==> src/common/tpl_consts.svh <==
`ifndef TPL_CONSTS_SVH
`define TPL_CONSTS_SVH

// ****************************************************************
// Clock and link timing
// ****************************************************************
`define TPL_CLK_KHZ          125000
`define TPL_LINK_MAX_US      6000
`define TPL_LINK_MIN_US      300
`define TPL_IDLE_PERIOD_US   1000
`define TPL_MAX_CYC          (`TPL_LINK_MAX_US * `TPL_CLK_KHZ / 1000)
`define TPL_MIN_CYC          ((`TPL_LINK_MIN_US * `TPL_CLK_KHZ + 999) / 1000)
`define TPL_IDLE_CYC         (`TPL_IDLE_PERIOD_US * `TPL_CLK_KHZ / 1000)

// ****************************************************************
// Link qualification counts
// ****************************************************************
`define TPL_FIRST_PULSES     16'h001f
`define TPL_MORE_PULSES      16'h0060

// ****************************************************************
// Ternary symbol codes
// ****************************************************************
`define TPL_SYM_ZERO         2'h0
`define TPL_SYM_PLUS         2'h1
`define TPL_SYM_MINUS        2'h3

// ****************************************************************
// Register map and fields
// ****************************************************************
`define TPL_REG_CTRL         12'h000
`define TPL_REG_STATUS       12'h004
`define TPL_REG_COUNT        12'h008
`define TPL_CTRL_LINK_EN     0
`define TPL_CTRL_PCS_RST     1
`define TPL_CTRL_RESET       2'h0
`define TPL_ST_PASS          4
`define TPL_ST_CARRIER       5
`define TPL_ST_TMR_DONE      6

`endif

==> src/common/tpl_pkg.sv <==
`default_nettype none
package tpl_pkg;

	// Link integrity machine states
	typedef enum logic [2:0] {
		TPL_FAIL,
		TPL_WAIT_MORE,
		TPL_WAIT_NO_CARR,
		TPL_WAIT_CTRL,
		TPL_PASS
	} tpl_state_t;

	// Two-bit ternary symbol
	typedef logic [1:0] tpl_sym_t;

endpackage
`default_nettype wire

==> src/hdl/tpl_link_integrity.sv <==
// Decided for this implementation: the APB register port and the register offsets.
`timescale 1ns/1ns
`default_nettype none
`include "tpl_consts.svh"

// Functional notes
// - Idle only on transmit pair; symbols three pairs
// - Accept symbols three pairs; idle receive-only
// - Plus, zero, minus map to 1, 0, -1
// - Retime received symbols onto symbol clock
// - Sourceless transitions checked always, take precedence
// - Maximum pulse spacing between 5 and 7 ms
// - Minimum pulse spacing between 0.15, 0.45 ms
// - Reset request holds coding sublayer in reset
// - Carrier runs always, passed only when enabled
// - Receive disabled: idle only, carrier off
// - Transmit disabled: idle, no data, pulses continue
// - Timer reloads on pulse or carrier, clears expiry
// - Timer expires after full duration without reload
// - Counter counts pulses on receive-only pair
// - Outside pass, close pulses clear counter
// - Timer expiry clears counter in any state
// - In pass, close pulses are ignored
// - Pass needs 31, 96 more, no carrier, enable; carrier in TPL_WAIT_MORE skips the 96
// - Outside pass, both gates held disabled
module tpl_link_integrity import tpl_pkg::*; #(
	parameter int MAX_CYC  = `TPL_MAX_CYC,
	parameter int MIN_CYC  = `TPL_MIN_CYC,
	parameter int IDLE_CYC = `TPL_IDLE_CYC
) (
	input  wire logic        clk,
	input  wire logic        rst,
	input  wire logic        ce,
	input  wire logic        psel,
	input  wire logic        penable,
	input  wire logic        pwrite,
	input  wire logic [11:0] paddr,
	input  wire logic [31:0] pwdata,
	output logic      [31:0] prdata,
	output logic             pready,
	output logic             pslverr,
	input  wire logic        link_pulse_pin,
	input  wire logic [1:0]  receive_only_pair,
	input  wire logic [1:0]  bidir_pair_a_in,
	input  wire logic [1:0]  bidir_pair_b_in,
	input  wire logic        pma_carrier,
	input  wire logic        tx_data_req,
	input  wire logic [5:0]  tx_sym_req,
	output logic      [1:0]  transmit_only_pair,
	output logic      [1:0]  bidir_pair_a_out,
	output logic             bidir_pair_a_oe,
	output logic      [1:0]  bidir_pair_b_out,
	output logic             bidir_pair_b_oe,
	output logic             idle_pulse_signal,
	output logic      [5:0]  rx_sym_out,
	output logic             rx_idle,
	output logic             carrier_status,
	output logic             link_status,
	output logic             pcs_reset
);

	// ****************************************************************
	// Sized constants
	// ****************************************************************
	localparam logic [19:0] MAX_C  = 20'(MAX_CYC);
	localparam logic [15:0] MIN_C  = 16'(MIN_CYC);
	localparam logic [16:0] IDLE_C = 17'(IDLE_CYC);

	// Illegal code 2 reads as zero level
	function automatic tpl_sym_t tpl_clean(input tpl_sym_t s);
		tpl_clean = (s == 2'h2) ? `TPL_SYM_ZERO : s;
	endfunction

	// ****************************************************************
	// Declarations
	// ****************************************************************
	logic [5:0]  rx_pins;        // Receive pins, all three pairs
	logic [5:0]  rx_s1_ff;       // Sync stage one
	logic [5:0]  rx_s2_ff;       // Sync stage two
	logic [5:0]  rx_s3_ff;       // Sync stage three
	logic [5:0]  rx_sym_ff;      // Retimed, agreed symbols
	logic [2:0]  lp_sync_ff;     // Link pulse synchroniser
	logic        lp_lvl_ff;      // Agreed pulse level
	logic        lp_ev;          // One cycle per pulse
	logic        close_ev;       // Pulse inside minimum spacing
	logic        seen_ff;        // A previous pulse exists
	logic [15:0] gap_ff;         // Cycles since last pulse
	logic [19:0] tmr_ff;         // Absence timer
	logic        tmr_done_ff;    // Absence timer expired
	logic        carr_d_ff;      // Carrier, one cycle late
	logic        reload;         // Timer reload this cycle
	logic        expire;         // Timer runs out this cycle
	logic [15:0] cnt_ff;         // Link pulse count
	logic [15:0] nxt_cnt;
	tpl_state_t  state_ff;       // Link integrity state
	tpl_state_t  nxt_state;
	logic        gate_ff;        // Receive and transmit gate
	logic [1:0]  ctrl_ff;        // Control register
	logic [16:0] idle_ff;        // Idle pulse period counter
	logic        setup;          // APB setup phase
	logic        mapped;         // Address hits a register

	assign rx_pins = {bidir_pair_b_in, bidir_pair_a_in, receive_only_pair};

	// ****************************************************************
	// Receive retiming
	// ****************************************************************
	// three-stage retiming
	// Symbol changes only once stages two and three agree
	genvar g;
	generate
		for (g = 0; g < 3; g++) begin : g_rx
			always_ff @(posedge clk) begin
				if (rst) begin
					rx_s1_ff[2*g+1:2*g]  <= `TPL_SYM_ZERO;
					rx_s2_ff[2*g+1:2*g]  <= `TPL_SYM_ZERO;
					rx_s3_ff[2*g+1:2*g]  <= `TPL_SYM_ZERO;
					rx_sym_ff[2*g+1:2*g] <= `TPL_SYM_ZERO;
				end else if (ce) begin
					rx_s1_ff[2*g+1:2*g] <= rx_pins[2*g+1:2*g];
					rx_s2_ff[2*g+1:2*g] <= rx_s1_ff[2*g+1:2*g];
					rx_s3_ff[2*g+1:2*g] <= rx_s2_ff[2*g+1:2*g];
					if (rx_s2_ff[2*g+1:2*g] == rx_s3_ff[2*g+1:2*g]) begin
						rx_sym_ff[2*g+1:2*g] <=
							tpl_clean(rx_s3_ff[2*g+1:2*g]);
					end
				end
			end
		end
	endgenerate

	// ****************************************************************
	// Link pulse detection
	// ****************************************************************
	// Pulse pin synchroniser and agreed level
	always_ff @(posedge clk) begin
		if (rst) begin
			lp_sync_ff <= 3'h0;
			lp_lvl_ff  <= 1'b0;
		end else if (ce) begin
			lp_sync_ff <= {lp_sync_ff[1:0], link_pulse_pin};
			if (lp_sync_ff[1] == lp_sync_ff[2]) begin
				lp_lvl_ff <= lp_sync_ff[2];
			end
		end
	end

	assign lp_ev = ce && (lp_sync_ff[1] == lp_sync_ff[2]) &&
		lp_sync_ff[2] && !lp_lvl_ff;
	assign close_ev = lp_ev && seen_ff && (gap_ff < MIN_C);

	// Spacing counter saturates at the minimum spacing
	always_ff @(posedge clk) begin
		if (rst) begin
			gap_ff  <= 16'h0;
			seen_ff <= 1'b0;
		end else if (ce) begin
			if (lp_ev) begin
				gap_ff  <= 16'h0;
				seen_ff <= 1'b1;
			end else if (gap_ff < MIN_C) begin
				gap_ff <= gap_ff + 16'h1;
			end
		end
	end

	// ****************************************************************
	// Absence timer
	// ****************************************************************
	// Ignored close pulses do not count as valid
	assign reload = lp_ev && !close_ev || pma_carrier && !carr_d_ff && ce;
	assign expire = ce && !reload && !tmr_done_ff && (tmr_ff == 20'h1);

	// duration is the maximum spacing count
	always_ff @(posedge clk) begin
		if (rst) begin
			tmr_ff      <= MAX_C;
			tmr_done_ff <= 1'b0;
			carr_d_ff   <= 1'b0;
		end else if (ce) begin
			carr_d_ff <= pma_carrier;
			if (reload) begin
				tmr_ff      <= MAX_C;
				tmr_done_ff <= 1'b0;
			end else if (expire) begin
				tmr_ff      <= 20'h0;
				tmr_done_ff <= 1'b1;
			end else if (!tmr_done_ff) begin
				tmr_ff <= tmr_ff - 20'h1;
			end
		end
	end

	// ****************************************************************
	// Link pulse counter
	// ****************************************************************
	always_comb begin
		nxt_cnt = cnt_ff;
		if (expire) begin
			nxt_cnt = 16'h0;
		end else if (close_ev) begin
			if (state_ff != TPL_PASS) begin
				nxt_cnt = 16'h0;
			end
		end else if (lp_ev && cnt_ff != 16'hffff) begin
			nxt_cnt = cnt_ff + 16'h1;
		end
	end

	always_ff @(posedge clk) begin
		if (rst) begin
			cnt_ff <= 16'h0;
		end else if (ce) begin
			cnt_ff <= nxt_cnt;
		end
	end

	// ****************************************************************
	// Link integrity machine
	// ****************************************************************
	always_comb begin
		nxt_state = state_ff;
		unique case (state_ff)
			TPL_FAIL: begin
				if (cnt_ff >= `TPL_FIRST_PULSES) begin
					nxt_state = TPL_WAIT_MORE;
				end
			end
			TPL_WAIT_MORE: begin
				if (pma_carrier ||
					cnt_ff >= `TPL_FIRST_PULSES + `TPL_MORE_PULSES) begin
					nxt_state = TPL_WAIT_NO_CARR;
				end
			end
			TPL_WAIT_NO_CARR: begin
				if (!pma_carrier) begin
					nxt_state = TPL_WAIT_CTRL;
				end
			end
			TPL_WAIT_CTRL: begin
				if (ctrl_ff[`TPL_CTRL_LINK_EN]) begin
					nxt_state = TPL_PASS;
				end
			end
			TPL_PASS: begin
				nxt_state = TPL_PASS;
			end
			default: begin
				nxt_state = TPL_FAIL;
			end
		endcase
		if (tmr_done_ff || expire || !ctrl_ff[`TPL_CTRL_LINK_EN]) begin
			nxt_state = TPL_FAIL;
		end
	end

	// State and gate registers
	always_ff @(posedge clk) begin
		if (rst) begin
			state_ff <= TPL_FAIL;
			gate_ff  <= 1'b0;
		end else if (ce) begin
			state_ff <= nxt_state;
			gate_ff  <= (nxt_state == TPL_PASS);
		end
	end

	// ****************************************************************
	// Receive side towards coding sublayer
	// ****************************************************************
	always_ff @(posedge clk) begin
		if (rst) begin
			rx_sym_out     <= 6'h0;
			rx_idle        <= 1'b1;
			carrier_status <= 1'b0;
			link_status    <= 1'b0;
		end else if (ce) begin
			link_status <= gate_ff;
			rx_sym_out  <= gate_ff ? rx_sym_ff : 6'h0;
			rx_idle     <= !gate_ff;
			carrier_status <= gate_ff && pma_carrier;
		end
	end

	// ****************************************************************
	// Transmit side towards the line
	// ****************************************************************
	// Idle pulse period counter runs whenever not sending data
	always_ff @(posedge clk) begin
		if (rst) begin
			idle_ff <= 17'h0;
		end else if (ce) begin
			if (gate_ff && tx_data_req || idle_ff >= IDLE_C - 17'h1) begin
				idle_ff <= 17'h0;
			end else begin
				idle_ff <= idle_ff + 17'h1;
			end
		end
	end

	// Line drivers; bidirectional pairs released when idle
	always_ff @(posedge clk) begin
		if (rst) begin
			transmit_only_pair <= `TPL_SYM_ZERO;
			bidir_pair_a_out   <= `TPL_SYM_ZERO;
			bidir_pair_b_out   <= `TPL_SYM_ZERO;
			bidir_pair_a_oe    <= 1'b0;
			bidir_pair_b_oe    <= 1'b0;
			idle_pulse_signal  <= 1'b0;
		end else if (ce) begin
			if (gate_ff && tx_data_req) begin
				transmit_only_pair <= tpl_clean(tx_sym_req[1:0]);
				bidir_pair_a_out   <= tpl_clean(tx_sym_req[3:2]);
				bidir_pair_b_out   <= tpl_clean(tx_sym_req[5:4]);
				bidir_pair_a_oe    <= 1'b1;
				bidir_pair_b_oe    <= 1'b1;
				idle_pulse_signal  <= 1'b0;
			// idle pulses on transmit pair only
			end else begin
				transmit_only_pair <= (idle_ff == 17'h0) ?
					`TPL_SYM_PLUS : `TPL_SYM_ZERO;
				bidir_pair_a_out   <= `TPL_SYM_ZERO;
				bidir_pair_b_out   <= `TPL_SYM_ZERO;
				bidir_pair_a_oe    <= 1'b0;
				bidir_pair_b_oe    <= 1'b0;
				idle_pulse_signal  <= 1'b1;
			end
		end
	end

	// ****************************************************************
	// Register slave and sublayer reset
	// ****************************************************************
	assign setup  = psel && !penable;
	assign mapped = (paddr == `TPL_REG_CTRL) || (paddr == `TPL_REG_STATUS) ||
		(paddr == `TPL_REG_COUNT);

	// Answer is registered in setup, so access lasts one cycle
	always_ff @(posedge clk) begin
		if (rst) begin
			prdata  <= 32'h0;
			pready  <= 1'b0;
			pslverr <= 1'b0;
			ctrl_ff <= `TPL_CTRL_RESET;
		end else if (ce) begin
			pready  <= setup;
			pslverr <= setup && !mapped;
			prdata  <= 32'h0;
			if (setup && !pwrite) begin
				unique case (paddr)
					`TPL_REG_CTRL:   prdata <= {30'h0, ctrl_ff};
					`TPL_REG_STATUS: prdata <= {25'h0, tmr_done_ff,
						pma_carrier, gate_ff, 1'b0, state_ff};
					`TPL_REG_COUNT:  prdata <= {16'h0, cnt_ff};
					default:         prdata <= 32'h0;
				endcase
			end
			if (psel && penable && pready && pwrite &&
				paddr == `TPL_REG_CTRL) begin
				ctrl_ff <= pwdata[1:0];
			end
		end
	end

	always_ff @(posedge clk) begin
		if (rst) begin
			pcs_reset <= 1'b1;
		end else if (ce) begin
			pcs_reset <= ctrl_ff[`TPL_CTRL_PCS_RST];
		end
	end
endmodule
`default_nettype wire

==> config.mk <==
export PLATFORM = sky130hd
export DESIGN_NAME = tpl_link_integrity
export DESIGN_NICKNAME = d
export VERILOG_FILES = /design/src/common/tpl_pkg.sv /design/src/hdl/tpl_link_integrity.sv
export VERILOG_INCLUDE_DIRS = /design/src /design/src/common
export SDC_FILE = /design/constraint.sdc
export NUM_CORES = 1
export LEC_CHECK = 0
export ABC_CLOCK_PERIOD_IN_PS = 2300
export BUFFER_PORTS_ARGS = -buffer_cell sky130_fd_sc_hd__buf_2
export CORE_ASPECT_RATIO = 0.7
export CORE_MARGIN = 1
export CORE_UTILIZATION = 56
export DETAILED_ROUTE_END_ITERATION = 10
export PLACE_DENSITY_LB_ADDON = 0.1
export SLEW_MARGIN = 20
export SYNTH_ARGS = -nofsm -noshare
export SYNTH_HDL_FRONTEND = slang
export SYNTH_SLANG_ARGS = --single-unit
==> constraint.sdc <==
create_clock -name clk -period 2.3 [get_ports clk]
set_input_delay 0.345 -clock clk [delete_from_list [all_inputs] [get_ports clk]]
set_output_delay 0.345 -clock clk [all_outputs]
set_load 0.02 [all_outputs]
After elaboration in Yosys (flattened, before gate mapping) --
Cells that the tools add are included.
Word-level totals: output and inout bits 53, bits in registers 158, word-level logic and storage cells 154, bits of input ports 65
Cells by class: magnitude comparators 4, reductions and logical operators 54, mux-type cells 33, equality and inequality tests 22, add/sub/neg operators 4
Operators by type and width (number):
- $mux W16 | 7
- $mux W20 | 3
- $pmux W16 S3 | 1
- $add A16 B1 Y16 const B | 2
- $logic_and A1 B1 Y1 | 21
- $eq A20 B1 Y1 const B | 1
- $sub A20 B1 Y20 const B | 1
- $mux W2 | 9
- $reduce_and A2 Y1 | 9
- $add A17 B1 Y17 const B | 1
- $ge A17 B17 Y1 const B | 1
- $logic_not A17 Y1 | 1
- $mux W17 | 1
- $ge A16 B5 Y1 const B | 1
- $ge A16 B7 Y1 const B | 1
- $lt A16 B16 Y1 const B | 1
- $ne A16 B16 Y1 const B | 1
- $mux W3 | 5
- $pmux W3 S5 | 1
- $eq A12 B3 Y1 const B | 1
- $eq A12 B4 Y1 const B | 1
- $eq A2 B2 Y1 const B | 6
- $logic_not A12 Y1 | 1
- $logic_not A1 Y1 | 10
- 14 further kinds | 30

Depth between registers and ports, before layout --
Gate-level depths: netlist of run 1.
depth in word-level cells 17, gate-level depth with buffers 8, depth with buffers taken out 7

Worst setup path after synthesis of run 1 --
OpenSTA, ideal clock, no wires.
path type register to register, start point reg tmr_ff[11], end point reg cnt_ff[10], setup time 0.120 ns, buffers on the path 0, data required time 2.180 ns, slack 0.299 ns, data arrival time 1.882 ns, stages on the path, launching flop included 7, cells stage by stage dfxtp_1 -> nor4_4 -> nand4b_4 -> nor4_4 -> a21oi_2 -> o21a_4 -> a211o_1
Between the ends: longest elaborated chain between the ends 4, elaborated cells between the ends (all ways) 6, classes of those cells eq/ne: 2; mux: 1; reduce/logical: 3
RTL lines:
- from (decl) | line tpl_link_integrity.sv:88 | logic [19:0] tmr_ff;
- from (signal assigned) | line tpl_link_integrity.sv:189 | tmr_ff <= tmr_ff - 20'h1;
- $eq A20 B1 Y1 * | line tpl_link_integrity.sv:172 | assign expire = ce && !reload && !tmr_done_ff && (tmr_ff == 20'h1);
- $logic_and A1 B1 Y1 * | line tpl_link_integrity.sv:172
- $ne A3 B1 Y1 (no source line) / $reduce_bool A3 Y1 (equally long branches)
- $reduce_and A3 Y1 (no source line)
- to (signal assigned) | line tpl_link_integrity.sv:214 | cnt_ff <= nxt_cnt;
- to (decl) | line tpl_link_integrity.sv:93 | logic [15:0] cnt_ff;
Every way passes the cells marked *; elsewhere a longest branch is shown, timed or not. A chain may end at the register's enable or synchronous reset.

Final worst setup path of run 1 --
start point reg gap_ff[10], end point reg cnt_ff[6]
Between the ends: longest elaborated chain between the ends 11, elaborated cells between the ends (all ways) 14, classes of those cells order compare: 1; eq/ne: 1; mux: 2; reduce/logical: 10
RTL lines:
- from (decl) | line tpl_link_integrity.sv:87 | logic [15:0] gap_ff;
- from (signal assigned) | line tpl_link_integrity.sv:162 | gap_ff <= gap_ff + 16'h1;
- $lt A16 B16 Y1 * | line tpl_link_integrity.sv:150 | assign close_ev = lp_ev && seen_ff && (gap_ff < MIN_C);
- $logic_and A1 B1 Y1 * | line tpl_link_integrity.sv:150
- $logic_not A1 Y1 | line tpl_link_integrity.sv:171 | assign reload = lp_ev && !close_ev || pma_carrier && !carr_d_ff && ce;
- $logic_and A1 B1 Y1 | line tpl_link_integrity.sv:171
- $logic_or A1 B1 Y1 | line tpl_link_integrity.sv:171
- $logic_not A1 Y1 | line tpl_link_integrity.sv:172
- $logic_and A1 B1 Y1 (3 in series) | line tpl_link_integrity.sv:172
- $ne A3 B1 Y1 (no source line) / $reduce_bool A3 Y1 (equally long branches)
- $reduce_and A3 Y1 (no source line)
Marks and branches as above.

==> summary.md, run 1 <==
| Metric | Value |
|---|---|
| CTS resizes | `0` |
| CTS root buffer | `clkbuf_16` |
| Slowest cell on crit path | `or4_1` |
| CP Launch Type | `flop` |
| CTS tree | `done` |
| Post-synthesis mux area share | `under 10%` |
| Synth Area in Simple Gates | `25.4%` |
| Final Skew | `just under 0.007 ns` |
| Placed cell count | `between 900 and 1000` |
| PwrDens | `727 nW/um2` |
| Fin nets | `about 910` |
| Cell count after synthesis | `~760` |
| Setup CP Type | `flop to flop` |
| Final setup violation count | `0` |
| Top-count cell post-synth | `dfxtp_1` |
| Via count | `5876` |
| IO Pins | `about 120` |
| Worst skew pair latency | `around 0.42 ns` |
| Top post-synthesis cells by area | `dfxtp_1, nor2_1, mux2i_1` |
| Die width | `between 100 and 150 um` |
| Total of max-cap violations | `0` |
| Non-filler cells, final | `between 1000 and 1500` |
| Post-synth top cells | `dfxtp_1, nor2_1, nand2_1, o21ai_0, mux2i_1` |
| Final setup TNS | `0 ns` |
| Worst Path Required | `around 2.6 ns` |
| Largest net degree at the start of global routing | `34` |
| Post-CTS setup buffer count | `0` |
| ANT cells | `0` |
| Synth-to-Final Area Change | `17.0%` |
| RSZ-0062 raised after global routing | `false` |
| Final antenna-violating net count | `0` |
| DR WL/cell | `around 16 um` |
| Most used DFF post-synth | `dfxtp_1` |
| Clk slew on worst S/H paths | `0.07 ns` |
| Synthesis Warnings | `0` |
| Post-route DRC | `0` |
| Worst slew pin tran | `slightly above 1 ns` |
| Share of Yosys cell area claimed by the top area cell type | `42.7%` |
| Fraction of layout cells with a size suffix above 1 | `17.8%` |
| CTS Hold Bufs | `0` |
| Seq/Total Area, Yosys | `42.7%` |
| Async set-or-reset flop fraction in the synthesized netlist | `0%` |
| DP Wirelength | `around 11000 um` |
| Gr ovfl total | `0` |
| Hold path cells | `3` |
| CP Max Fanout | `7` |
| Adder-cell share of the synthesized area | `1.13%` |
| Fmax | `between 400 and 500 MHz` |
| Worst VDD drop | `between 0.0005 and 0.0006 V` |
| CP Capture Type | `flop` |
| Shortest period the worst path allows | `around 2.2 ns` |
| Xor/xnor share of the synthesized area | `between 5 and 6%` |
| CORE AREA | `11300 um2` |
| R2R depth | `6` |
| Die height | `between 90 and 100 um` |
| Syn Std Cell Area | `approximately 6700 um2` |
| Status | `finished, final reports clean` |
| Worst path max stage delay | `approximately 0.52 ns` |
| Cell Rows | `32` |
| Leakage | `around 3.2 nW` |
| Initial antenna violation count | `0` |
| TritonRoute pass-1 iters | `5` |
| Avg Vias per Cell | `about 6` |
| Tot GR Track Use | `26.3%` |
| I/O Buffers | `just over 70` |
| Post-synth EDFFs | `0` |
| Largest family of logic cells by synthesized area | `simple AND/OR/NAND/NOR gates` |
| Crit-path cells | `nor4_4 > nand4_2 > o211ai_4 > nor2_1 > or4_1 > a31oi_1` |
| Yosys top cell by area | `dfxtp_1` |
| FF+latch count, synth | `about 140` |
| Relative slew margins | `between 30% and 40%` |
| Clk sinks | `142` |
| Final wirelength | `~16000 um` |
| Final critical-path share of the clock period | `96.7%` |
| Hold/Removal Path Class | `input pin to flop` |
| Global-route wire length before repair | `approximately 26000 um` |
| Syn_area_per_cell | `8.74 um2` |
| CTS H-tree depth | `4` |
| Die ar. | `roughly 12000 um2` |
| Initial core utilization | `58.9%` |
| Core Util, Final | `between 60% and 70%` |
| Complex-gate fraction of the synthesized area | `between 10% and 20%` |
| CTS Buf Count | `17` |
| Starting DRT DRC Count | `roughly 430` |
| Final Wtd Congestion | `~0.92` |
| CTS max path bufs | `2` |
| Fin. max-slew vios | `0` |
| Hold Vio Cnt, Final | `0` |
| Arr. time, crit path | `approximately 2.6 ns` |
| Vias in the first global route | `roughly 5300` |
| Yosys cell types | `71` |
worst max-delay path: cells and delay by family (launching register included):
kind	cells	cell delay [ns]
AND/OR/NAND/NOR	4	1.20
AO/OA/AOI/OAI	2	0.56
flip-flops	1	0.38
final timing paths:
kind / slack (ns) / startpoint / to
max: 0.08 / gap_ff[10] / cnt_ff[6]
min: 0.16 / bidir_pair_b_in[0] / rx_s1_ff[4]
max reg2reg: 0.08 / gap_ff[10] / cnt_ff[6]
min reg2reg: 0.47 / prdata[0] / prdata[0]
power by group:
| group | internal [mW] | switching (mW) |
|---|---|---|
| combinational | 0.115 | 0.195 |
| sequential | 2.50 | 0.0443 |
| clock | 1.64 | 1.17 |
| total | 4.26 | 1.41 |
flip-flops by register name, summed over array words and instances (netlist names), 3 cells and up:
register	count
tmr_ff	20
idle_ff	17
cnt_ff	16
gap_ff	16
prdata	16
rx_s1_ff	6
rx_s2_ff	6
rx_s3_ff	6
rx_sym_ff	6
rx_sym_out	6
lp_sync_ff	3
state_ff	3
layer usage:
metal  up-vias  routed length (um)  GRT usage, %
li1       2862                   -             -
met5         -                   0             0
met3        22                1010          4.72
met4         0                 201          9.48
met2       244                7020          42.1
met1      2748                7370          35.8
area by class of cell:
type / instances / area [um2]
clock inverters: 15 / 179
well taps: 153 / 191
multi-input cells: 568 / 3570
fillers: 892 / 3500
inverters: 12 / 45.0
flip-flops and latches: 142 / 2840
repair buffers: 94 / 528
clock buffers: 17 / 425
cell usage in the layout, fill, tap and decap left out, types with 6 or more instances in the layout:
cell and count:
a21oi_1 21, inv_1 12, nor2_1 119, buf_4 23, and3_1 15, a211o_1 9, a22oi_1 15, o21ai_0 37
a22o_1 12, xor2_1 22, nand4_1 23, ha_1 6, dfxtp_1 142, nand2_1 58, or3_1 11, mux2i_1 28
nor3_1 19, clkbuf_16 17, buf_2 71, nand3_1 26, conb_1 16, xnor2_1 18, nor4_1 10
logic make-up after synthesis:
group | count (synthesis)
fa+ha+maj | 6
other cells | 1
mux | 30
flops | 142
simple gates | 325
xor+xnor | 40
compound gates | 151
buf+inv | 66
per-stage QoR:
step	total power [mW]	hold WS (ns)	area, um2	setup WS (ns)
6_report	5.66	0.156	7790	0.0757
4_1_cts	5.69	0.148	7760	0.0199
3_3_place_gp	2.89	0.453	7160	0.117
2_1_floorplan	2.82	0.441	6710	0.299
3_5_place_dp	2.90	0.454	7160	0.0308
5_1_grt	5.84	0.161	7790	0.00207
(Power assumes the default switching activity.)
==> inputs of run 2 (changes only) <==
CORE_ASPECT_RATIO = 0.5   (was 0.7)
PLACE_DENSITY_LB_ADDON = 0.25   (was 0.1)
==> summary.md, run 2 (same netlist as run 1, synthesis figures left out) <==
| Metric | Value |
|---|---|
| Highest Signal Layer | `met4 (unchanged)` |
| Relative slew margins | `66.1% (was 30.6%)` |
| Post-CTS setup buffer count | `0 (unchanged)` |
| Shortest period the worst path allows | `2.20 ns (was 2.22 ns)` |
| Final Skew | `0.00893 ns (was 0.00676 ns)` |
| Synth-to-Final Area Change | `18.0% (was 17.0%)` |
| PwrDens | `758 nW/um2 (was 727 nW/um2)` |
| Setup CP Type | `flop to flop (unchanged)` |
| Avg Vias per Cell | `5.78 (was 5.87)` |
| Cell Rows | `27 (was 32)` |
| Routed length on met1 | `7050 um (was 7370 um)` |
| Slowest cell on crit path | `or4_1 (unchanged)` |
| Clk slew on worst S/H paths | `0.06 ns (was 0.07 ns)` |
| Buffers and inverters on the worst path | `0 (unchanged)` |
| CTS max path bufs | `2 (unchanged)` |
| CTS Buf Count | `17 (unchanged)` |
| CTS root buffer | `clkbuf_16 (unchanged)` |
| Tot GR Track Use | `25.4% (was 26.3%)` |
| Fraction of layout cells with a size suffix above 1 | `17.2% (was 17.8%)` |
| Worst VDD drop | `0.000497 V (was 0.000594 V)` |
| CTS resizes | `0 (unchanged)` |
| Status | `finished, final reports clean (unchanged)` |
| Via count | `5818 (was 5876)` |
| RSZ-0062 raised after global routing | `true (was false)` |
| Fin. max-slew vios | `0 (unchanged)` |
| CTS Hold Bufs | `0 (unchanged)` |
| Hold/Removal Path Class | `input pin to flop (unchanged)` |
| Die ar. | `12300 um2 (about the same)` |
| CTS tree | `done (unchanged)` |
| Initial core utilization | `59.0% (was 58.9%)` |
| Dpl cell area | `7170 um2 (was 7160 um2)` |
| ANT cells | `0 (unchanged)` |
| Total of max-cap violations | `0 (unchanged)` |
| IO Pins | `118 (unchanged)` |
| Commonest non-fill, non-tap cell in the layout | `dfxtp_1 (unchanged)` |
| Leakage | `3.24 nW (was 3.20 nW)` |
| Placed cell count | `976 (was 969)` |
| Fmax | `455 MHz (was 450 MHz)` |
| Most frequent cells in the layout | `dfxtp_1, nor2_1, buf_2 (unchanged)` |
| Clk sinks | `142 (unchanged)` |
| Reg2reg setup slack | `0.10 ns (was 0.08 ns)` |
| Die height | `79.1 um (was 93.2 um)` |
| Final antenna-violating net count | `0 (unchanged)` |
| Arr. time, crit path | `2.53 ns (was 2.57 ns)` |
| Worst Path Required | `2.64 ns (about the same)` |
| Post-route DRC | `0 (unchanged)` |
| Fin nets | `907 (was 906)` |
| Met2 Wirelength | `7060 um (was 7020 um)` |
| Max FFs per register | `20 (unchanged)` |
| Worst slew pin tran | `0.503 ns (was 1.04 ns)` |
| DR WL/cell | `14.9 um (was 15.6 um)` |
| Crit-path cells | `nor4_4 > nand4_2 > o211ai_4 > nor2_1 > or4_1 > a31oi_1 (unchanged)` |
| Fillcell total | `880 (was 892)` |
| Tot Pwr | `5.95 mW (was 5.66 mW)` |
| CP Capture Type | `flop (unchanged)` |
| Largest regs | `tmr_ff x20, idle_ff x17 (unchanged)` |
| Core Util, Final | `69.6% (was 69.0%)` |
| Worst path max stage delay | `0.51 ns (was 0.52 ns)` |
| Final Wtd Congestion | `0.887 (was 0.917)` |
| Worst Hold Margin | `0.161 ns (was 0.156 ns)` |
| CP Launch Type | `flop (unchanged)` |
| Largest net degree at the start of global routing | `47 (was 34)` |
| Worst skew pair latency | `0.42 ns (about the same)` |
| TritonRoute pass-1 iters | `5 (unchanged)` |
| Starting DRT DRC Count | `485 (was 434)` |
| Vias in the first global route | `5254 (was 5291)` |
| Worst path top cell family by delay | `simple AND/OR/NAND/NOR gates (unchanged)` |
| WL met3 | `755 um (was 1010 um)` |
| Post-route cell area | `7850 um2 (was 7790 um2)` |
| DP Wirelength | `9960 um (was 10800 um)` |
| Global-route wire length before repair | `24900 um (was 25800 um)` |
| Final setup violation count | `0 (unchanged)` |
| I/O Buffers | `71 (unchanged)` |
| Largest Register | `tmr_ff (unchanged)` |
| Hold Vio Cnt, Final | `0 (unchanged)` |
| Initial antenna violation count | `0 (unchanged)` |
| CORE AREA | `11300 um2 (about the same)` |
| Non-filler cells, final | `1007 (was 1001)` |
| CP Max Fanout | `7 (unchanged)` |
| Die width | `156 um (was 132 um)` |
| Gr ovfl total | `0 (unchanged)` |
| CTS H-tree depth | `4 (unchanged)` |
| Final critical-path share of the clock period | `95.5% (was 96.7%)` |
| Final wirelength | `15000 um (was 15600 um)` |
[run 2: where the power goes]
part	internal [mW]	switching [mW]	leakage, nW
Sequential	2.50	0.0435	1.15
Clock	2.06	1.04	0.318
Combinational	0.115	0.188	1.77
Total	4.68	1.27	3.24
[run 2: stage by stage]
stage           TNS, ns  worst slack, ns
2_1_floorplan         0            0.299
3_3_place_gp          0            0.167
3_5_place_dp          0            0.142
4_1_cts               0            0.122
5_1_grt        -0.00357         -0.00357
6_report              0            0.104
[run 2: cell type report]
| type | instances | area (um2) | share of cell area, % |
|---|---|---|---|
| tap | 159 | 199 | 2.53 |
| sequential | 142 | 2840 | 36.2 |
| inverter | 12 | 45.0 | 0.574 |
| multi-input combinational | 568 | 3570 | 45.5 |
| clock inverter | 10 | 210 | 2.68 |
| clock buffer | 21 | 450 | 5.74 |
| timing repair buffer | 95 | 536 | 6.82 |
[run 2: path summary, 6_finish.rpt]
check,startpoint,depth (start not counted),endpoint
worst max register to register,gap_ff[10],6,cnt_ff[6]
worst min-delay path,tx_sym_req[4],2,bidir_pair_b_out[0]
worst min register to register,prdata[4],2,prdata[4]
worst max-delay path,gap_ff[10],6,cnt_ff[6]
[run 2: per-layer routing]
metal  vias to the layer above  track usage, %
met4                         0            10.1
li1                       2872               -
met5                         -               0
met1                      2760            33.6
met3                        17            4.86
met2                       169            41.0
